<file path="src/pkg/output_mux_consts.vh">
`ifndef OUTPUT_MUX_CONSTS_VH
`define OUTPUT_MUX_CONSTS_VH

// Position word
`define POS_WIDTH          8
`define POS_RESET          8'h00

// Shared data line positions
`define LINE_SERIAL        7
`define LINE_COSINE        5
`define LINE_SINE          4
`define LINE_QUAD_FIRST    3
`define LINE_REF_MARK      2
`define LINE_QUAD_SECOND   1
`define LINE_UNUSED        0

// Incremental resolutions, pulses per revolution
`define PPR_HIGH           64
`define PPR_LOW            32
`define PPR_FACTORY        16

// Angle bits below the quadrature phase, per resolution
`define SHIFT_64PPR        0
`define SHIFT_32PPR        1
`define SHIFT_16PPR        2

// Serial link
`define SERIAL_BITS        8
`define MONO_TIME_US       20
`define CLK_MHZ            50
`define MONO_CYCLES        (`MONO_TIME_US * `CLK_MHZ)

`endif

</file>
<file path="src/design/encoder_output_mode_mux.v">
// Behaviour
// - Mode select low gives parallel output, high gives serial plus incremental, with pins reassigned.
// - Mode, latch/resolution and disable inputs read low when unconnected, thanks to pull-downs.
// - In parallel mode a high latch input freezes all eight position bits.
// - In parallel mode a low latch input lets the word refresh with every new angle.
// - In serial mode the incremental output gives 64 ppr with resolution low and 32 ppr with it high.
// - 16 ppr is only a factory setting, never chosen by the resolution input.
// - A high disable input floats all eight lines in parallel mode, and every line but sine and cosine in serial mode.
// - The disable input leaves the buffered sine and cosine outputs driven.
// - In parallel mode the least significant bit sits on line 0.
// - In serial mode line 2 carries the reference mark, line 1 quadrature B, line 0 is unused.
// - In serial mode the serial clock input is the interrogation clock, driven by the host.
// - Line 7 carries the position MSB in parallel mode and serial data in serial mode.
// - In serial mode line 3 carries quadrature A.
// - The reference mark pulses once a revolution for a quarter of a quadrature period.
`timescale 1ns/1ns
`include "output_mux_consts.vh"

module encoder_output_mode_mux #(
    parameter                    POS_W       = `POS_WIDTH,
    parameter                    MONO_CYC    = `MONO_CYCLES,
    parameter                    FACTORY_16  = 0
) (
    input  wire                  sys_clk,
    input  wire                  arst_n,
    input  wire [POS_W-1:0]      angle,
    input  wire                  angle_valid,
    input  wire                  output_mode_select,
    input  wire                  latch_or_resolution_input,
    input  wire                  output_disable,
    input  wire                  serial_clock_in,
    input  wire                  sine_buffered,
    input  wire                  cosine_buffered,
    output reg  [7:0]            data_out,
    output reg  [7:0]            data_oe,
    output reg                   mode_serial
);

    // Pin synchronisers: two flops before any logic reads a pin
    // Index 0 mode, 1 latch/resolution, 2 disable, 3 serial clock
    localparam       N_SYNC     = 4;
    // Pull-downs make floating pins read low; the serial clock idles high
    localparam [3:0] SYNC_RESET = 4'h8;

    wire [N_SYNC-1:0] pin_raw = {serial_clock_in, output_disable,
                                 latch_or_resolution_input, output_mode_select};
    wire [N_SYNC-1:0] sync_bus;
    reg               sclk_prev_q;

    genvar g;
    generate
        for (g = 0; g < N_SYNC; g = g + 1) begin : g_sync
            reg meta_q;
            reg sync_q;

            always @(posedge sys_clk or negedge arst_n) begin
                if (!arst_n) begin
                    meta_q <= SYNC_RESET[g];
                    sync_q <= SYNC_RESET[g];
                end else begin
                    meta_q <= pin_raw[g];
                    sync_q <= meta_q;
                end
            end

            assign sync_bus[g] = sync_q;
        end
    endgenerate

    // Previous serial clock level, for edge detection
    always @(posedge sys_clk or negedge arst_n) begin
        if (!arst_n) begin
            sclk_prev_q <= 1'b1;
        end else begin
            sclk_prev_q <= sync_bus[3];
        end
    end

    wire serial_mode                   = sync_bus[0];
    wire parallel_freeze               = sync_bus[1] & ~serial_mode;
    wire incremental_resolution_select = sync_bus[1];
    wire outputs_off                   = sync_bus[2];
    wire sclk_fall                     = sclk_prev_q & ~sync_bus[3];
    wire sclk_rise                     = ~sclk_prev_q & sync_bus[3];
    wire sclk_edge                     = sclk_fall | sclk_rise;

    // Parallel word capture
    reg [POS_W-1:0] par_word_q;
    reg [POS_W-1:0] par_word_d;
    reg             freeze_prev_q;

    always @* begin
        par_word_d = par_word_q;
        if (!parallel_freeze && freeze_prev_q) begin
            // On release the angle loads at once, without waiting for angle_valid
            par_word_d = angle;
        end else if (!parallel_freeze && angle_valid) begin
            par_word_d = angle;
        end
    end

    always @(posedge sys_clk or negedge arst_n) begin
        if (!arst_n) begin
            par_word_q    <= `POS_RESET;
            freeze_prev_q <= 1'b0;
        end else begin
            freeze_prev_q <= parallel_freeze;
            par_word_q    <= par_word_d;
        end
    end

    // Incremental outputs from the angle: quadrature phase is two angle bits
    function [1:0] quad_phase;
        input [POS_W-1:0] a;
        input [1:0]       shift;
        reg   [POS_W-1:0] s;
        begin
            s = a >> shift;
            quad_phase = s[1:0];
        end
    endfunction

    reg [1:0] res_shift;
    always @* begin
        if (FACTORY_16 != 0)
            res_shift = 2'd`SHIFT_16PPR;
        else if (incremental_resolution_select)
            res_shift = 2'd`SHIFT_32PPR;
        else
            res_shift = 2'd`SHIFT_64PPR;
    end

    wire [1:0] phase = quad_phase(angle, res_shift);
    // Gray sequence per phase: B leads A
    wire quad_b = phase[1] ^ phase[0];
    wire quad_a = phase[1];

    // Reference mark: one phase slot at angle zero = quarter period
    // Three-bit sum: the 16 ppr shift plus two must not wrap to zero
    reg [POS_W-1:0] ref_mask;
    always @* begin
        ref_mask = {POS_W{1'b1}} << ({1'b0, res_shift} + 3'h2);
    end
    wire ref_hit = ((angle & ref_mask) == {POS_W{1'b0}}) && (phase == 2'b00);

    // Synchronous serial transmitter, one-hot states
    localparam [2:0]  ST_IDLE   = 3'b001;
    localparam [2:0]  ST_SHIFT  = 3'b010;
    localparam [2:0]  ST_GAP    = 3'b100;
    localparam [15:0] MONO_LOAD = MONO_CYC;
    localparam [3:0]  LAST_BIT  = `SERIAL_BITS;

    reg [2:0]       ser_state_q;
    reg [POS_W-1:0] shift_q;
    reg [3:0]       bit_cnt_q;
    reg             sdata_q;
    reg [15:0]      mono_q;
    wire            mono_expired = (mono_q == 16'h0001) && !sclk_edge;

    // Monoflop, retriggered by every serial clock edge
    always @(posedge sys_clk or negedge arst_n) begin
        if (!arst_n) begin
            mono_q <= 16'h0000;
        end else if (!serial_mode) begin
            mono_q <= 16'h0000;
        end else if (sclk_edge) begin
            mono_q <= MONO_LOAD;
        end else if (mono_q != 16'h0000) begin
            mono_q <= mono_q - 16'h0001;
        end
    end

    // Clock edges arrive three cycles late; the host must keep half periods longer
    always @(posedge sys_clk or negedge arst_n) begin
        if (!arst_n) begin
            ser_state_q <= ST_IDLE;
            shift_q     <= `POS_RESET;
            bit_cnt_q   <= 4'h0;
            sdata_q     <= 1'b1;
        end else if (!serial_mode) begin
            ser_state_q <= ST_IDLE;
            sdata_q     <= 1'b1;
        end else begin
            case (ser_state_q)
                ST_IDLE: begin
                    sdata_q <= 1'b1;
                    if (sclk_fall) begin
                        shift_q     <= angle;
                        bit_cnt_q   <= 4'h0;
                        ser_state_q <= ST_SHIFT;
                    end
                end
                ST_SHIFT: begin
                    if (mono_expired) begin
                        sdata_q     <= 1'b1;
                        ser_state_q <= ST_IDLE;
                    end else if (sclk_rise && bit_cnt_q != LAST_BIT) begin
                        sdata_q   <= shift_q[POS_W-1];
                        shift_q   <= {shift_q[POS_W-2:0], shift_q[POS_W-1]};
                        bit_cnt_q <= bit_cnt_q + 4'h1;
                    end else if (sclk_fall && bit_cnt_q == LAST_BIT) begin
                        // Least significant bit done: line drops low
                        sdata_q     <= 1'b0;
                        bit_cnt_q   <= 4'h0;
                        ser_state_q <= ST_GAP;
                    end
                end
                ST_GAP: begin
                    if (mono_expired) begin
                        sdata_q     <= 1'b1;
                        ser_state_q <= ST_IDLE;
                    end else if (sclk_rise) begin
                        // Repeat read: one zero, then the same word again
                        sdata_q     <= 1'b0;
                        ser_state_q <= ST_SHIFT;
                    end
                end
                default: begin
                    sdata_q     <= 1'b1;
                    ser_state_q <= ST_IDLE;
                end
            endcase
        end
    end

    // Next line values and enables, per mode
    reg [7:0] data_d;
    reg [7:0] oe_d;

    always @* begin
        data_d = 8'h00;
        oe_d   = 8'h00;
        if (!serial_mode) begin
            data_d = par_word_q;
            oe_d   = outputs_off ? 8'h00 : 8'hFF;
        end else begin
            data_d[`LINE_SERIAL]      = sdata_q;
            data_d[`LINE_COSINE]      = cosine_buffered;
            data_d[`LINE_SINE]        = sine_buffered;
            data_d[`LINE_QUAD_FIRST]  = quad_a;
            data_d[`LINE_REF_MARK]    = ref_hit;
            data_d[`LINE_QUAD_SECOND] = quad_b;
            // Line 6 and line 0 float in this mode
            oe_d[`LINE_COSINE] = 1'b1;
            oe_d[`LINE_SINE]   = 1'b1;
            if (!outputs_off) begin
                oe_d[`LINE_SERIAL]      = 1'b1;
                oe_d[`LINE_QUAD_FIRST]  = 1'b1;
                oe_d[`LINE_REF_MARK]    = 1'b1;
                oe_d[`LINE_QUAD_SECOND] = 1'b1;
            end
        end
    end

    // Pin register: every line leaves straight from a flop
    always @(posedge sys_clk or negedge arst_n) begin
        if (!arst_n) begin
            data_out    <= 8'h00;
            data_oe     <= 8'h00;
            mode_serial <= 1'b0;
        end else begin
            mode_serial <= serial_mode;
            data_out    <= data_d;
            data_oe     <= oe_d;
        end
    end

endmodule // encoder_output_mode_mux

</file>
<file path="config.mk">
export PLATFORM = sky130hd
export DESIGN_NAME = encoder_output_mode_mux
export DESIGN_NICKNAME = d
export VERILOG_FILES = /design/src/design/encoder_output_mode_mux.v
export VERILOG_INCLUDE_DIRS = /design/src /design/src/pkg
export SDC_FILE = /design/constraint.sdc
export NUM_CORES = 1
export LEC_CHECK = 0
export BUFFER_PORTS_ARGS = -buffer_cell sky130_fd_sc_hd__buf_2
export CELL_PAD_IN_SITES_DETAIL_PLACEMENT = 1
export CELL_PAD_IN_SITES_GLOBAL_PLACEMENT = 1
export CORE_UTILIZATION = 30
export DETAILED_ROUTE_END_ITERATION = 16
export HOLD_SLACK_MARGIN = 0.1
export PLACE_DENSITY_LB_ADDON = 0.1
export SLEW_MARGIN = 5
export SYNTH_ARGS = -nofsm -noshare
export SYNTH_HDL_FRONTEND = slang
export SYNTH_SLANG_ARGS = --single-unit
</file>
<file path="constraint.sdc">
create_clock -name sys_clk -period 2.5 [get_ports sys_clk]
set_input_delay 0.125 -clock sys_clk [delete_from_list [all_inputs] [get_ports sys_clk]]
set_output_delay 0.125 -clock sys_clk [all_outputs]
set_load 0.02 [all_outputs]
</file>
# ---- After elaboration in Yosys (flattened, before gate mapping)
# Cells that the tools add are included.
dict set report word_totals {
  regBits 67
  input_bits 17
  out_inout_bits 17
}
dict set report classes {
  add_sub_neg 3
  n_eq_ne 16
  n_shift 2
  muxes 41
  n_bitwise 9
  n_reduce_logical 17
}
# operator n
set ops {}
lappend ops {{16-bit two-way mux} 3}
lappend ops {{8-bit two-way mux} 6}
lappend ops {{3-bit two-way mux} 8}
lappend ops {{16-bit by 1-bit == test with 1-bit output, second input constant} 1}
lappend ops {{4-bit two-way mux} 4}
lappend ops {{4-bit != test, second input constant} 4}
lappend ops {{8-bit one-hot mux with 2 select lines} 1}
lappend ops {{16-bit nonzero test} 1}
lappend ops {{16-bit by 1-bit subtractor with 16-bit output, second input constant} 1}
lappend ops {{1-bit two-way mux} 14}
lappend ops {{5-bit two-way mux} 2}
lappend ops {{5-bit AND reduction} 2}
lappend ops {{3-bit one-hot mux with 3 select lines} 1}
lappend ops {{8-bit bitwise AND} 1}
lappend ops {{8-bit zero test} 1}
lappend ops {{4-bit one-hot mux with 2 select lines} 1}
lappend ops {{8-bit by 3-bit left shift with 8-bit output, first input constant} 1}
lappend ops {{8-bit by 2-bit right shift with 2-bit output} 1}
lappend ops {{1-bit logical AND} 6}
lappend ops {{2-bit != test, second input constant} 3}
lappend ops {{3-bit != test, second input constant} 2}
lappend ops {{5-bit != test, second input constant} 1}
lappend ops {{4-bit by 1-bit adder with 4-bit output, second input constant} 1}
lappend ops {{4-bit == test, second input constant} 1}
lappend ops {{other kinds (15)} 21}

# ---- Longest topological paths before layout
dict set report logic_depth {
  depth_word 8
  depth_mapped 8
  depth_no_buf 6
}

# ---- Worst setup path before layout
# OpenSTA, ideal clock, no wires.
dict set report synth_path {
  path_type {flip-flop to flip-flop}
  start {register sclk_prev_q}
  end {register bit_cnt_q[1]}
  arrival_ps 1906
  required_time_ps 2360
  slack_ps 454
  path_stages_with_launch 9
  synth_period_minus_slack_ps 2046
  cell_sequence {dfstp_2 > inv_1 > ha_1 > buf_2 > nor4bb_1 > and4_1 > buf_4 > a221oi_2 > o22ai_1}
}
dict set report synth_via {
  elab_chain_len 7
  elab_cells_between_ends 15
  classes_between {eq/ne (3); mux (3); bitwise (4); reduce/logical (5)}
}
# element line
set synth_lines {}
lappend synth_lines {{from (decl)} encoder_output_mode_mux.v:48} ;# reg sclk_prev_q;
lappend synth_lines {{from (signal assigned)} encoder_output_mode_mux.v:75} ;# sclk_prev_q <= sync_bus[3];
lappend synth_lines {{1-bit NOT} encoder_output_mode_mux.v:84} ;# wire sclk_rise = ~sclk_prev_q & sync_bus[3];
lappend synth_lines {{1-bit bitwise AND} encoder_output_mode_mux.v:84}
lappend synth_lines {{1-bit bitwise OR} encoder_output_mode_mux.v:85} ;# wire sclk_edge = sclk_fall | sclk_rise;
lappend synth_lines {{1-bit zero test} encoder_output_mode_mux.v:158} ;# wire mono_expired = (mono_q == 16'h0001) && !sclk_edge;
lappend synth_lines {{1-bit logical AND} encoder_output_mode_mux.v:158}
lappend synth_lines {{2-bit != test (no line)} -}
lappend synth_lines {{5-bit AND reduction (no line)} -}
lappend synth_lines {{to (signal assigned)} encoder_output_mode_mux.v:200} ;# bit_cnt_q <= bit_cnt_q + 4'h1;
lappend synth_lines {{to (decl)} encoder_output_mode_mux.v:155} ;# reg [3:0] bit_cnt_q;
# Parallel ways exist; a longest one is shown, timed or not. The select of a mux whose other input is x is not followed.
# A chain may end at the register's enable or synchronous reset.

# ---- Final worst setup path
dict set report layout_path {
  start {register sclk_prev_q}
  end {register shift_q[2]}
}
dict set report layout_via {
  elab_chain_len 7
  elab_cells_between_ends 11
  classes_between {eq/ne (3); bitwise (4); reduce/logical (4)}
}
# element line
set layout_lines {}
lappend layout_lines {{1-bit NOT} encoder_output_mode_mux.v:84}
lappend layout_lines {{1-bit bitwise AND} encoder_output_mode_mux.v:84}
lappend layout_lines {{1-bit bitwise OR} encoder_output_mode_mux.v:85}
lappend layout_lines {{1-bit zero test} encoder_output_mode_mux.v:158}
lappend layout_lines {{1-bit logical AND} encoder_output_mode_mux.v:158}
lappend layout_lines {{2-bit != test (no line)} -}
lappend layout_lines {{5-bit AND reduction (no line) *} -}
lappend layout_lines {{to (signal assigned)} encoder_output_mode_mux.v:177} ;# shift_q <= `POS_RESET;
lappend layout_lines {{to (signal assigned)} encoder_output_mode_mux.v:188} ;# shift_q <= angle;
lappend layout_lines {{to (signal assigned)} encoder_output_mode_mux.v:199} ;# shift_q <= {shift_q[POS_W-2:0], shift_q[POS_W-1]};
lappend layout_lines {{to (decl)} encoder_output_mode_mux.v:154} ;# reg [POS_W-1:0] shift_q;
# Mark *: on every way between the ends. The rest lies on a longest branch, timed or not.

==> key figures <==
Run status
  – Status: completed

Floorplan
  – Core footprint: ~9400 um^2
  – I/O pin count: 34
  – Starting density of the core: 31.5%
  – Die height: roughly 100 um
  – Die area: 10,300 um^2
  – Rows: 35
  – Width of the die: 101 um

Detailed routing
  – DR pass1 iterations: 4
  – Routed WL per cell: 16.2 um
  – Routed WL: 7280 um
  – Via count: 2,217
  – Vias per inst: 4.94
  – Initial DRC Count: 78
  – Antenna Nets Post-Route: 0
  – DRC: 0

Final layout
  – Commonest non-fill, non-tap cell in the layout: dfrtp_1
  – Finished Layout Cells: approximately 450
  – Fill cells: ~1,000
  – Fin nets: 339
  – Layout cell share with drive strength beyond 1: between 20 and 30%
  – Multi-input logic area: between 1000 and 1500 um^2
  – # diodes: 0
  – Area grow syn2layout: 24.7%
  – Most frequent cells in the layout: 57 x dfrtp_1, 33 x buf_2, 15 x dlygate4sd3_1, 14 x inv_1, 14 x nand2_1
  – Register area: 1560 um^2
  – Design area: between 3000 and 4000 um^2

Min path
  – Hold Path Class: primary input to asynchronous set/reset pin

Placement
  – Placer Congestion: 0.742
  – Cell Area, Placed: 3300 um^2
  – Placed cells: roughly 420
  – Post-DP HPWL: 5190 um
  – Port Buffers: 33

Critical path
  – Worst Setup SP: sclk_prev_q
  – Buf+Inv Stages, Crit Path: 1
  – Crit path to: shift_q[2]
  – Crit path required time: between 2 and 3 ns
  – Slowest cell on the critical path: dfstp_2
  – CP Max Fanout: 8
  – Critical path depth: 6
  – Crit path DAT: 2.45 ns
  – RR Endpoint: shift_q[2]
  – Worst path max stage delay: roughly 0.54 ns
  – Worst-path cell chain: inv_1 -> ha_1 -> nor4bb_1 -> and4_1 -> a211oi_4 -> a2bb2oi_1
  – Reg-to-reg startpoint: sclk_prev_q
  – CP Class: flip-flop to flip-flop
  – Critical Path Source Type: flip-flop
  – Worst Setup End Kind: flip-flop
  – R2R cell count: 6
  – R2r setup slk: 0.25 ns
  – Crit path max-delay family: simple AND/OR/NAND/NOR gates

Pwr
  – Max IR drop VDD: between 0.3 and 0.4 mV
  – Leak Pwr: 1.56 nW
  – Clk network pwr share: approximately two fifths
  – Internal power: 1.97 mW
  – Comb pwr share: 16.0%
  – Seq pwr share: 43.7%
  – Net Sw Frac: ~27%
  – Total Power: 2.70 mW
  – Net Sw Power: 736 uW
  – Pwr per Cell Area: around 730 nW/um^2

Global route
  – Largest net degree at the start of global routing: 27
  – Total GRT Usage: 16.1%
  – Busiest grt layer: met2
  – Initial antenna violation count: 0
  – Overflow after GRT: 0
  – M3 GR Usage: 3.59%
  – Met1 usage: 21.0%
  – First-pass GRT wire length: 12,300 um
  – GRT met2 Usage: 26.4%
  – Vias in the first global route: 2,335

Synthesis
  – Primary FF master, synth: dfrtp_1
  – Largest family of logic cells by synthesized area: simple AND/OR/NAND/NOR gates
  – Compound-cell area share of the yosys netlist: 15.0%
  – Register area share after synthesis: approximately 53%
  – Syn_nets: around 280
  – Post-synthesis register bit count: 62
  – Synthesized area per cell: 11.5 um^2
  – Mapped cell area: 2960 um^2
  – Warnings, synthesis: 0
  – Synth cell types: 58
  – Mapped Cells: approximately 260
  – Post-synth EDFFs: 0
  – Xor/xnor share of the synthesized area: 1.48%
  – Fraction of the mapped netlist area in simple logic gates: 16.2%
  – Multiplexer share of the synthesized area: 7.26%
  – Post-Synth Adder-Cell Area: 2.95%
  – Fraction of registers with async set/reset: 100%

Timing
  – Setup Skew: 0.00682 ns
  – Final hold viol count: 0
  – Hold_ws: 0.339 ns
  – Setup TNS: 0 ns
  – Unrepaired setup endpoints after global routing: false
  – Setup violators final: 0
  – Pins over their slew limit: 0
  – Fmax: 0.445 GHz
  – Rel. slew slack: between 50% and 60%
  – Final min period: approximately 2.2 ns
  – Worst slew pin tran: 0.620 ns
  – Share of the clock period used by the worst path: about nine tenths

Clocking
  – CTS tree: built
  – Setup Buffers After CTS: 0
  – Clock Latency Late Sink: approximately 0.34 ns
  – CTS sink cnt: 62
  – TritonCTS Buffers: 9
  – Root Buffer: clkbuf_8
  – H-tree depth: 3
  – Clock transition at the registers of the reported paths: 0.08 ns
  – Post-CTS sizing: 0
  – Clock Tree Buf Depth: 2

Job
  – Max-Cap Viols: 0
-- power by group through the flow --
stage	combinational [mW]	clock (mW)	sequential, mW
floorplan	0.265	0	1.20
global placement	0.418	0	1.20
detailed placement	0.422	0	1.20
CTS	0.440	1.13	1.18
global route	0.482	1.17	1.20
finish	0.432	1.09	1.18
-- Yosys cell counts, drive strengths merged, types with 3 or more instances --
library cell | n | area, um^2
dfrtp | 57 | 1430
inv | 14 | 52.6
nand2 | 14 | 52.6
a21oi | 13 | 68.8
mux2 | 12 | 135
nor2 | 11 | 41.3
o22ai | 11 | 68.8
buf | 10 | 71.3
nand2b | 10 | 62.6
a2bb2oi | 8 | 70.1
mux2i | 8 | 80.1
ha | 7 | 87.6
nand3 | 6 | 35.0
nor4 | 6 | 58.8
a211oi | 5 | 50.1
dfstp | 5 | 131
nor3 | 5 | 36.3
o21ai | 5 | 25.0
and3 | 4 | 25.0
nand3b | 4 | 30.0
or4 | 4 | 33.8
clkbuf | 3 | 11.3
nor2b | 3 | 18.8
o31ai | 3 | 22.5
xor2 | 3 | 26.3
-- cell families (layout without fill, tap and decap cells) --
kind of cell,Yosys count,in the layout
compound gates,59,59
xor+xnor,5,5
fa+ha+maj,7,7
buf+inv,27,90
flops,62,62
mux,20,20
simple gates,77,77
-- worst min-delay path by stage --
stage / to / start / cells after the start
floorplan: bit_cnt_q[0] / arst_n / 0
global placement: mono_q[2] / arst_n / 1
detailed placement: data_oe[3] / arst_n / 1
CTS: mono_q[5] / arst_n / 2
global route: par_word_q[4] / angle_valid / 5
finish: mono_q[5] / arst_n / 2
-- repair_timing --
item	in CTS	in global routing
hold buffers	15	0
hold endpoints to repair	35	0
endpoints found under the setup margin	0	0
-- routing by layer --
layer	share of wire [%]	wire [um]
met5	0	0
met4	1.3	98
met3	2.1	156
met2	49	3590
met1	47	3430
-- area by class of cell --
cell class              instances  share of cell area (%)
flip-flops and latches         62                    42.2
clock buffers                   9                    3.35
clock inverters                 7                    3.32
well taps                     129                    4.37
repair buffers                 60                    11.0
inverters                      14                    1.42
multi-input cells             168                    34.4
-- per-stage QoR --
stage | utilization [%] | setup slack [ns]
final | 39.2 | 0.254
after global routing | 39.2 | 0.0742
after CTS | 39.2 | 0.265
after detailed placement | 35.0 | 0.274
after global placement | 35.0 | 0.326
after floorplan | - | 0.454
-- registers in the layout (all words and copies together), names as in the netlist, 3 cells and up --
name / flops
ser_state_q: 3
shift_q: 8
g_sync.meta_q: 4
par_word_q: 8
data_oe: 3
mono_q: 16
data_out: 8
g_sync.sync_q: 4
bit_cnt_q: 4
Power figures use the tool's default switching activity.
